$ cat config.mk
export PLATFORM = sky130hd
export DESIGN_NAME = ptm_timer
export DESIGN_NICKNAME = d
export VERILOG_FILES = /design/src/rtl/ptm_pkg.sv /design/src/rtl/ptm_timer.sv
export SDC_FILE = /design/constraint.sdc
export NUM_CORES = 1
export LEC_CHECK = 0
export ABC_CLOCK_PERIOD_IN_PS = 3900
export BUFFER_PORTS_ARGS = -buffer_cell sky130_fd_sc_hd__buf_2
export CAP_MARGIN = 15
export CORE_UTILIZATION = 40
export DETAILED_ROUTE_END_ITERATION = 10
export PLACE_DENSITY = 0.59
export SETUP_SLACK_MARGIN = 0.15
export SLEW_MARGIN = 25
export SYNTH_ARGS = -nofsm -noshare
export SYNTH_HDL_FRONTEND = slang
export SYNTH_SLANG_ARGS = --single-unit
$ cat constraint.sdc
create_clock -name sys_clk -period 3.9 [get_ports sys_clk]
set_clock_uncertainty 0.15 [all_clocks]
set_input_delay 0.195 -clock sys_clk [delete_from_list [all_inputs] [get_ports sys_clk]]
set_output_delay 0.195 -clock sys_clk [all_outputs]
set_load 0.1 [all_outputs]
$ cat src/rtl/ptm_pkg.sv
// shared constants, register map and types of the periodic timer
package ptm_pkg;

    localparam int unsigned PTM_DW = 16;
    localparam int unsigned PTM_AW = 3;
    localparam int unsigned PTM_CW = 10;

    // register offsets, one word each
    localparam logic [PTM_AW-1:0] ADDR_RUN    = 3'h0;
    localparam logic [PTM_AW-1:0] ADDR_CTRL   = 3'h1;
    localparam logic [PTM_AW-1:0] ADDR_COUNT  = 3'h2;
    localparam logic [PTM_AW-1:0] ADDR_CMPA   = 3'h3;
    localparam logic [PTM_AW-1:0] ADDR_CMPP   = 3'h4;
    localparam logic [PTM_AW-1:0] ADDR_STATUS = 3'h5;

    // field positions in the run and status words, and the control word width
    localparam int unsigned RUN_BIT_POS    = 0;
    localparam int unsigned FLAG_A_POS     = 0;
    localparam int unsigned FLAG_P_POS     = 1;
    localparam int unsigned CTRL_WIDTH     = 8;

    typedef enum logic [1:0] {
        PTM_MODE_CMP = 2'b00,
        PTM_MODE_CAP = 2'b01,
        PTM_MODE_PWM = 2'b10,
        PTM_MODE_TMR = 2'b11
    } ptm_mode_t;

    // control word layout, msb first: bits 7..0
    typedef struct packed {
        ptm_mode_t  mode_select;
        logic [1:0] io_ctrl;
        logic       out_init;
        logic       out_invert;
        logic       capture_source_select;
        logic       clear_sel;
    } ptm_ctrl_t;

    // the two compare values travel together
    typedef struct packed {
        logic [PTM_CW-1:0] compare_a_value;
        logic [PTM_CW-1:0] compare_p_value;
    } ptm_cmp_t;

    localparam ptm_ctrl_t         RST_CTRL  = ptm_ctrl_t'(8'h00);
    localparam logic [PTM_CW-1:0] RST_VALUE = 10'h000;
    localparam logic [PTM_CW-1:0] CNT_MAX   = 10'h3ff;
    localparam logic [1:0]        IO_LOW    = 2'h1;
    localparam logic [1:0]        IO_HIGH   = 2'h2;
    localparam logic [1:0]        IO_TOGGLE = 2'h3;
    localparam logic [1:0]        IO_FORCE_LO = 2'h0;
    localparam logic [1:0]        IO_FORCE_HI = 2'h1;
    localparam logic [1:0]        CAP_RISE  = 2'h0;
    localparam logic [1:0]        CAP_FALL  = 2'h1;
    localparam logic [1:0]        CAP_BOTH  = 2'h2;

endpackage

$ cat src/rtl/ptm_timer.sv
// periodic timer: compare, timer, pwm, single pulse and capture modes
//
// Chosen here: the strobed register port and the placing of the registers.
`timescale 1ns/1ns

module ptm_timer (
    input  wire logic                       sys_clk,
    input  wire logic                       rst_n,
    input  wire logic [ptm_pkg::PTM_AW-1:0] reg_addr,
    input  wire logic [ptm_pkg::PTM_DW-1:0] reg_wdata,
    input  wire logic                       reg_wr,
    input  wire logic                       reg_rd,
    output logic      [ptm_pkg::PTM_DW-1:0] reg_rdata,
    input  wire logic                       timer_tick,
    input  wire logic                       capture_input_pin,
    input  wire logic                       external_clock_pin,
    output logic                            timer_out,
    output logic                            timer_out_oe,
    output logic                            match_a_flag,
    output logic                            match_p_flag
);

    ////////////////////////////////////////////////////////////////////////////////
    // state

    ptm_pkg::ptm_ctrl_t             ctrl;
    ptm_pkg::ptm_cmp_t              cmp;
    logic                           run_bit;
    logic                           run_prev;
    logic [ptm_pkg::PTM_CW-1:0]     cnt;
    logic                           out_state;
    logic                           cap_prev;
    logic                           ext_prev;

    logic                           run_rise;
    logic                           step;
    logic                           a_eq;
    logic                           p_eq;
    logic                           single;
    logic                           cnt_clr;
    logic                           a_ev;
    logic                           p_ev;
    logic                           cap_src;
    logic                           cap_ev;
    logic                           cap_last;
    logic                           ext_rise;
    logic                           wave;
    logic                           next_pin;
    logic                           next_oe;
    logic                           next_out_state;
    logic [ptm_pkg::PTM_CW-1:0]     next_cnt;
    logic [ptm_pkg::PTM_DW-1:0]     next_rdata;

    ////////////////////////////////////////////////////////////////////////////////
    // events

    // matches are seen one count early so the counter lands on the value or clears
    always_comb begin
        run_rise = run_bit & ~run_prev;
        step     = run_bit & timer_tick;
        a_eq     = (cnt == cmp.compare_a_value - 10'h001);
        // zero P value wraps to 3ff, giving 1024 counts
        p_eq     = (cnt == cmp.compare_p_value - 10'h001);
        single   = (ctrl.mode_select == ptm_pkg::PTM_MODE_PWM) &&
                   (ctrl.io_ctrl == 2'h3);
        cap_src  = ctrl.capture_source_select ? external_clock_pin
                                              : capture_input_pin;
        // each pin keeps its own history, so switching the source makes no false edge
        cap_last = ctrl.capture_source_select ? ext_prev : cap_prev;
        ext_rise = external_clock_pin & ~ext_prev;
        cnt_clr  = 1'b0;
        a_ev     = 1'b0;
        p_ev     = 1'b0;
        cap_ev   = 1'b0;
        case (ctrl.mode_select)
            ptm_pkg::PTM_MODE_CMP, ptm_pkg::PTM_MODE_TMR: begin
                a_ev = step & a_eq & (cmp.compare_a_value != 10'h000);
                if (ctrl.clear_sel) begin
                    cnt_clr = a_eq;
                end else begin
                    cnt_clr = p_eq;
                    p_ev    = step & p_eq;
                end
            end
            ptm_pkg::PTM_MODE_PWM: begin
                a_ev = step & a_eq & (cmp.compare_a_value != 10'h000);
                // a restart zeroes the counter, so a stale count must not end the pulse
                if (single && run_rise) begin
                    a_ev = 1'b0;
                end
                if (!single) begin
                    cnt_clr = p_eq;
                    p_ev    = step & p_eq;
                end
            end
            ptm_pkg::PTM_MODE_CAP: begin
                cnt_clr = p_eq;
                p_ev    = step & p_eq;
                case (ctrl.io_ctrl)
                    ptm_pkg::CAP_RISE: cap_ev = cap_src & ~cap_last;
                    ptm_pkg::CAP_FALL: cap_ev = ~cap_src & cap_last;
                    ptm_pkg::CAP_BOTH: cap_ev = cap_src ^ cap_last;
                    default:           cap_ev = 1'b0;
                endcase
                a_ev = cap_ev;
            end
            default: begin
                cnt_clr = 1'b0;
            end
        endcase
    end

    ////////////////////////////////////////////////////////////////////////////////
    // counter

    always_comb begin
        next_cnt = cnt;
        if (single && run_rise) begin
            next_cnt = ptm_pkg::RST_VALUE;
        end else if (step) begin
            next_cnt = cnt_clr ? ptm_pkg::RST_VALUE : cnt + 10'h001;
        end
    end

    always_ff @(posedge sys_clk or negedge rst_n) begin
        if (!rst_n) begin
            cnt      <= ptm_pkg::RST_VALUE;
            run_prev <= 1'b0;
            cap_prev <= 1'b0;
            ext_prev <= 1'b0;
        end else begin
            cnt      <= next_cnt;
            run_prev <= run_bit;
            cap_prev <= capture_input_pin;
            ext_prev <= external_clock_pin;
        end
    end

    ////////////////////////////////////////////////////////////////////////////////
    // registers

    always_ff @(posedge sys_clk or negedge rst_n) begin
        if (!rst_n) begin
            ctrl <= ptm_pkg::RST_CTRL;
            cmp  <= '0;
        end else begin
            if (reg_wr && reg_addr == ptm_pkg::ADDR_CTRL) begin
                ctrl <= ptm_pkg::ptm_ctrl_t'(reg_wdata[ptm_pkg::CTRL_WIDTH-1:0]);
            end
            if (reg_wr && reg_addr == ptm_pkg::ADDR_CMPP) begin
                cmp.compare_p_value <= reg_wdata[ptm_pkg::PTM_CW-1:0];
            end
            // a capture in the same cycle beats a software write
            if (cap_ev) begin
                cmp.compare_a_value <= cnt;
            end else if (reg_wr && reg_addr == ptm_pkg::ADDR_CMPA) begin
                cmp.compare_a_value <= reg_wdata[ptm_pkg::PTM_CW-1:0];
            end
        end
    end

    // software leaves io_ctrl at 11 while single pulse is in use
    always_ff @(posedge sys_clk or negedge rst_n) begin
        if (!rst_n) begin
            run_bit <= 1'b0;
        end else begin
            if (single && a_ev) begin
                run_bit <= 1'b0;
            end
            if (reg_wr && reg_addr == ptm_pkg::ADDR_RUN) begin
                run_bit <= reg_wdata[ptm_pkg::RUN_BIT_POS];
            end
            if (single && ext_rise) begin
                run_bit <= 1'b1;
            end
        end
    end

    // flags: write one to clear, a new event in the same cycle wins
    always_ff @(posedge sys_clk or negedge rst_n) begin
        if (!rst_n) begin
            match_a_flag <= 1'b0;
            match_p_flag <= 1'b0;
        end else begin
            if (reg_wr && reg_addr == ptm_pkg::ADDR_STATUS) begin
                if (reg_wdata[ptm_pkg::FLAG_A_POS]) begin
                    match_a_flag <= 1'b0;
                end
                if (reg_wdata[ptm_pkg::FLAG_P_POS]) begin
                    match_p_flag <= 1'b0;
                end
            end
            if (a_ev) begin
                match_a_flag <= 1'b1;
            end
            if (p_ev) begin
                match_p_flag <= 1'b1;
            end
        end
    end

    always_comb begin
        next_rdata = '0;
        if (reg_rd) begin
            case (reg_addr)
                ptm_pkg::ADDR_RUN:    next_rdata[ptm_pkg::RUN_BIT_POS] = run_bit;
                ptm_pkg::ADDR_CTRL:   next_rdata[ptm_pkg::CTRL_WIDTH-1:0] = ctrl;
                ptm_pkg::ADDR_COUNT:  next_rdata[ptm_pkg::PTM_CW-1:0] = cnt;
                ptm_pkg::ADDR_CMPA:   next_rdata[ptm_pkg::PTM_CW-1:0] = cmp.compare_a_value;
                ptm_pkg::ADDR_CMPP:   next_rdata[ptm_pkg::PTM_CW-1:0] = cmp.compare_p_value;
                ptm_pkg::ADDR_STATUS: begin
                    next_rdata[ptm_pkg::FLAG_A_POS] = match_a_flag;
                    next_rdata[ptm_pkg::FLAG_P_POS] = match_p_flag;
                end
                default:              next_rdata = '0;
            endcase
        end
    end

    always_ff @(posedge sys_clk or negedge rst_n) begin
        if (!rst_n) begin
            reg_rdata <= '0;
        end else begin
            reg_rdata <= next_rdata;
        end
    end

    ////////////////////////////////////////////////////////////////////////////////
    // output pin

    always_comb begin
        next_out_state = out_state;
        if (run_rise) begin
            next_out_state = ctrl.out_init;
        end else if (ctrl.mode_select == ptm_pkg::PTM_MODE_CMP && a_ev) begin
            case (ctrl.io_ctrl)
                ptm_pkg::IO_LOW:    next_out_state = 1'b0;
                ptm_pkg::IO_HIGH:   next_out_state = 1'b1;
                ptm_pkg::IO_TOGGLE: next_out_state = ~out_state;
                default:            next_out_state = out_state;
            endcase
        end
    end

    // pwm counting runs on whatever io_ctrl forces onto the pin
    always_comb begin
        wave     = (cnt < cmp.compare_a_value) ? ctrl.out_init : ~ctrl.out_init;
        next_pin = 1'b0;
        next_oe  = 1'b0;
        case (ctrl.mode_select)
            ptm_pkg::PTM_MODE_CMP: begin
                next_pin = out_state ^ ctrl.out_invert;
                next_oe  = 1'b1;
            end
            ptm_pkg::PTM_MODE_PWM: begin
                next_oe = 1'b1;
                case (ctrl.io_ctrl)
                    ptm_pkg::IO_FORCE_LO: next_pin = ctrl.out_invert;
                    ptm_pkg::IO_FORCE_HI: next_pin = ~ctrl.out_invert;
                    ptm_pkg::IO_HIGH:     next_pin = wave ^ ctrl.out_invert;
                    default: begin
                        next_pin = (run_bit ? ctrl.out_init : ~ctrl.out_init)
                                   ^ ctrl.out_invert;
                    end
                endcase
            end
            default: begin
                next_pin = 1'b0;
                next_oe  = 1'b0;
            end
        endcase
    end

    // the pin lags its cause by one clock so it comes from a flip-flop
    always_ff @(posedge sys_clk or negedge rst_n) begin
        if (!rst_n) begin
            out_state    <= 1'b0;
            timer_out    <= 1'b0;
            timer_out_oe <= 1'b0;
        end else begin
            out_state    <= next_out_state;
            timer_out    <= next_pin;
            timer_out_oe <= next_oe;
        end
    end
endmodule // ptm_timer

Yosys cells after proc, flatten, opt, wreduce, memory -nomap -nowiden
Cells that the tools add are included.
{"block": "totals", "register_bits": 63, "out_inout_bits": 20, "word_cells": 122}
{"block": "classes", "n_addsub": 3, "magnitude_cmp": 1, "eq_ne": 13, "mux": 39, "n_bitwise": 19, "n_reduce_logical": 28}
{"op": "10-bit 2-to-1 mux", "count": 6}
{"op": "6-bit one-hot mux with 4 select lines", "count": 1}
{"op": "1-bit 2-to-1 mux", "count": 22}
{"op": "10-bit equality test", "count": 2}
{"op": "10-bit by 1-bit subtractor with 10-bit output, second input constant", "count": 2}
{"op": "1-bit one-hot mux with 3 select lines", "count": 6}
{"op": "2-bit nonzero test", "count": 7}
{"op": "10-bit by 1-bit adder with 10-bit output, second input constant", "count": 1}
{"op": "1-bit logical AND", "count": 10}
{"op": "10-bit less-than comparator", "count": 1}
{"op": "10-bit nonzero test", "count": 1}
{"op": "1-bit bitwise AND", "count": 8}
{"op": "2-bit equality test, second input constant", "count": 4}
{"op": "1-bit NOT", "count": 7}
{"op": "3-bit by 2-bit equality test with 1-bit output, second input constant", "count": 2}
{"op": "3-bit equality test, second input constant", "count": 2}
{"op": "1-bit one-hot mux with 6 select lines", "count": 1}
{"op": "2-bit one-hot mux with 3 select lines", "count": 1}
{"op": "2-bit AND reduction", "count": 3}
{"op": "1-bit one-hot mux with 5 select lines", "count": 1}
{"op": "2-bit by 1-bit equality test with 1-bit output, second input constant", "count": 2}
{"op": "2-bit zero test", "count": 2}
{"op": "4-bit nonzero test", "count": 1}
{"op": "2-bit OR reduction", "count": 2}
{"op": "other kinds (5)", "count": 8}

Longest topological paths before layout
{"block": "depth", "depth_word": 10, "ltp_mapped": 11, "depth_no_buf": 10}

Least setup slack after synthesis
OpenSTA, ideal clock, no wires.
{"block": "synth_timing", "path_kind": "register -> register", "from": "register cmp[10] (netlist name)", "to": "register cnt[3] (netlist name)", "setup_time_ps": 124, "arrival_time_ps": 2390, "t_required_ps": 3626, "path_slack_ps": 1236, "stages_incl_launch_ff": 10, "n_path_buf": 2, "synth_period_minus_slack_ps": 2664, "path_cell_list": "dfrtp_1 > or4_4 > o21a_1 > o31a_1 > a211oi_1 > and4_1 > buf_4 > buf_6 > nor4_1 > a211o_1"}
{"block": "synth_between", "elab_chain_len": 7}
{"item": "start: declaration", "line_no": "ptm_timer.sv:27", "text": "ptm_pkg::ptm_cmp_t cmp;"}
{"item": "10-bit by 1-bit subtractor with 10-bit output", "line_no": "ptm_timer.sv:61", "text": "a_eq = (cnt == cmp.compare_a_value - 10'h001);"}
{"item": "10-bit equality test", "line_no": "ptm_timer.sv:61"}
{"item": "1-bit 2-to-1 mux", "line_no": "ptm_timer.sv:78", "text": "if (ctrl.clear_sel) begin"}
{"item": "1-bit one-hot mux with 3 select lines", "line_no": "ptm_timer.sv:75", "text": "case (ctrl.mode_select)"}
{"item": "10-bit 2-to-1 mux", "line_no": "ptm_timer.sv:121", "text": "next_cnt = cnt_clr ? ptm_pkg::RST_VALUE : cnt + 10'h001;"}
{"item": "10-bit 2-to-1 mux", "line_no": "ptm_timer.sv:120", "text": "end else if (step) begin"}
{"item": "10-bit 2-to-1 mux", "line_no": "ptm_timer.sv:118", "text": "if (single && run_rise) begin"}
{"item": "end signal: assignment", "line_no": "ptm_timer.sv:127", "text": "cnt <= ptm_pkg::RST_VALUE;"}
{"item": "end signal: assignment", "line_no": "ptm_timer.sv:132", "text": "cnt <= next_cnt;"}
{"item": "end: declaration", "line_no": "ptm_timer.sv:30", "text": "logic [ptm_pkg::PTM_CW-1:0] cnt;"}
No other way between the ends. The select of a mux whose other input is x is not followed.
A chain may end at the register's enable or synchronous reset.

Final worst setup path
{"block": "layout_timing", "from": "register cmp[10] (netlist name)", "to": "register cnt[2] (netlist name)"}
Same word-level chain as after synthesis.

==> impl_metrics.toml <==
[synthesis]
leading_post_synthesis_cells_by_instance_count = "sky130_fd_sc_hd__dfrtp_1 (57), sky130_fd_sc_hd__o21ai_0 (48), sky130_fd_sc_hd__nand2_1 (45), sky130_fd_sc_hd__inv_1 (35), sky130_fd_sc_hd__ha_1 (23)"
synth.ff_latch_count = 57
cell_accounting_for_the_most_synthesized_area = "sky130_fd_sc_hd__dfrtp_1"
synthArstFlopShare = 1.000
netlist_area_sq_um = 4101
synth_ff_type = "sky130_fd_sc_hd__dfrtp_1"
yosysWarningCount = 0
top_cell_type_s_share_of_synthesized_area = 0.3478
post_syn_area_per_cell_sq_um = 8.745
synthDistinctLibCells = 59
synth.top_cells.by_area = "sky130_fd_sc_hd__dfrtp_1 (35%), sky130_fd_sc_hd__ha_1 (7.0%), sky130_fd_sc_hd__o21ai_0 (5.9%), sky130_fd_sc_hd__mux2i_1 (4.4%), sky130_fd_sc_hd__nand2_1 (4.1%)"
synth_seq_area_share = 0.3478
number_of_flops_mapped_to_enable_cells_by_yosys = 0
postSynthCellCount = 469
synth_most_common_cell = "sky130_fd_sc_hd__dfrtp_1"

[routing]
detailroute.via_count = 3574
vias_per_cell = 5.602
initialDrtViolationCount = 251
drt_drc_violations_left = 0
detailedRoute.firstPassIterationCount = 6
drtAntennaViolNets = 0
routed_wire_length_per_instance_um = 17.03
wl_um = 10870

[finish]
area_growth_pct = 13.48
fillers = 973
area.sequential_sq_um = 1426
multi_input_comb_area_sq_um = 2397
drive_gt1_frac = 0.1525
diodes = 0
final-instance-count-excl-fill = 638
end_of_flow_core_utilization = 0.4718
finalNetCount = 549

[global_routing]
grt_antenna_before_repair = 0
grt_first_pass_wirelength_um = 17570
first_global_vias = 3295
globalRouteTotalUtil = 0.2235
grt_overflow_total = 0
grt_max_degree = 32

[floorplanning]
starting_density = 0.4158
die_w_um = 103.3
total_i_o_pin_count = 46
floorplan.core_area_sq_um = 9864
core.rowCount = 36
die_h_um = 103.3
fp.dieArea_sq_um = 10660

[placed_design]
io_buffers = 33
place.gp.congestion = 0.9504
dp_cells = 609
post-dp-hpwl_um = 8085

[sta]
maxSlewHeadroom = 0.4238
final_hold_viol_count = 0
tns_ns = 0
unrepaired_setup_endpoints_after_global_routing = "no"
finalCritPeriodShare = 0.7867
finalSetupViolCount = 0
final_max_slew_viol_count = 0
min_period_ns = 3.068
maxClockFrequency_mhz = 325.9
tightest_slew_ns = 0.8612

[worst_setup_path]
timing.critical_path.slowest_cell_delay_ns = 0.60
critical_path.cell_chain = "or4_4 > o21a_1 > o31a_1 > a211oi_1 > and4_1 > nor4b_1 > a211o_1"
worst_ep_arrival_time_ns = 3.15
criticalPathCategory = "reg2reg"
cpMaxStageDelayCell = "sky130_fd_sc_hd__or4_4"
required_ns = 3.98
cp-end-kind = "flop"
start_kind = "flop"
crit_fanout = 16

[clock_network]
clkTransAtPathRegs_ns = 0.07
cts_resized = 0
cts_max_path_buffers = 2
cts-buffers-inserted = 9
h-tree-depth = 3
cts_tree = "done"
numClockSinks = 57
cts-root-buf = "sky130_fd_sc_hd__clkbuf_8"
clock_insertion_delay_worst_skew_ns = 0.35

[power_and_ir_drop]
cellPowerDensity_nw_per_um2 = 600.7
power.static_leakage_nw = 2.124
peak_ir_drop_on_the_vdd_network_v = 0.0002553
fin_total_pwr_mw = 2.796

[min_path]
hold_path_class = "in2reg"

[run_status]
status = "completed"

[flow_run]
max_capacitance_violation_count = 0
-- metrics by stage --
stage	setup WS [ns]	hold slack [ns]	instance area, sq um
after floorplan	1.236	-0.2506	4120
after global routing	0.4637	0.01792	4654
final	0.8320	0.02360	4654
after detailed placement	0.8582	0.1019	4307
after CTS	0.8477	0.007962	4652
after global placement	0.9179	0.09270	4307
-- cells in the final DEF, fill, tap and decap left out, types with 8 or more instances in the layout --
cell type and n:
sky130_fd_sc_hd__nor4_1 11, sky130_fd_sc_hd__nor2b_1 8, sky130_fd_sc_hd__clkbuf_8 12, sky130_fd_sc_hd__a21oi_1 9
sky130_fd_sc_hd__buf_2 33, sky130_fd_sc_hd__nor3_1 10, sky130_fd_sc_hd__mux2_2 11, sky130_fd_sc_hd__xor2_1 8
sky130_fd_sc_hd__nand2_1 45, sky130_fd_sc_hd__ha_1 23, sky130_fd_sc_hd__inv_1 35, sky130_fd_sc_hd__dlygate4sd3_1 13
sky130_fd_sc_hd__nor2_1 19, sky130_fd_sc_hd__and2_1 9, sky130_fd_sc_hd__o21ai_0 48, sky130_fd_sc_hd__xnor2_1 12
sky130_fd_sc_hd__dfrtp_1 57, sky130_fd_sc_hd__mux2i_1 18, sky130_fd_sc_hd__nand3_1 13, sky130_fd_sc_hd__a22oi_1 8
sky130_fd_sc_hd__a211o_1 8
-- per-layer routing --
layer	vias up	GRT usage	part of all wire
met5	-	0	0
met4	0	0.07259	0.014
met3	13	0.03696	0.057
met2	118	0.3390	0.44
met1	1719	0.3243	0.49
li1	1724	-	-
-- repair_timing --
action,in CTS,in global routing
hold buffers,13,0
buffers inserted,0,0
endpoints found under the setup margin,0,0
endpoints found under the hold margin,44,0
-- final timing paths --
check	start	end	slack, ns	depth (start not counted)
max in group asynchronous	rst_n	cmp[17]	2.52	3
min	reg_wdata[1]	cmp[1]	0.02	3
max reg2reg	cmp[10]	cnt[2]	0.83	7
max	cmp[10]	cnt[2]	0.83	7
min reg2reg	match_a_flag	match_a_flag	0.38	2
min in group asynchronous	rst_n	reg_rdata[6]	0.23	2
-- state kept, by name, summed over array words and instances (netlist names) --
name and count:
ext_prev 1, run_bit 1, reg_rdata 10, out_state 1, run_prev 1, cap_prev 1, ctrl 8, timer_out_oe 1
timer_out 1, match_a_flag 1, match_p_flag 1, cmp 20, cnt 10
-- logic make-up after synthesis --
group,count (synthesis),synth area share
AO/OA/AOI/OAI,106,0.1721
XOR/XNOR,20,0.04271
adder cells (fa/ha/maj),23,0.07017
buffers and inverters,69,0.07413
flip-flops,57,0.3478
multiplexers,29,0.07413
other,1,0.0009143
AND/OR/NAND/NOR,164,0.2181
-- critical path: cells and delay by family (launching register included) --
family / cells / cell delay (ns)
compound gates: 4 / 1.02
flops: 1 / 0.47
simple gates: 3 / 1.31
-- where the power goes --
part	total (mW)	internal (mW)	switching, mW	leakage, nW
Combinational	1.19	0.473	0.721	1.29
Clock	0.600	0.346	0.254	0.105
Sequential	1.00	0.733	0.269	0.724
-- area by class of cell --
cell class	instances	share of cell area
clock buffer	12	0.03548
clock inverter	4	0.01075
inverter	35	0.02823
multi-input combinational	348	0.5151
sequential	57	0.3065
tap	133	0.03575
timing repair buffer	49	0.06828
Note: power is estimated with default switching activity, not from simulation.
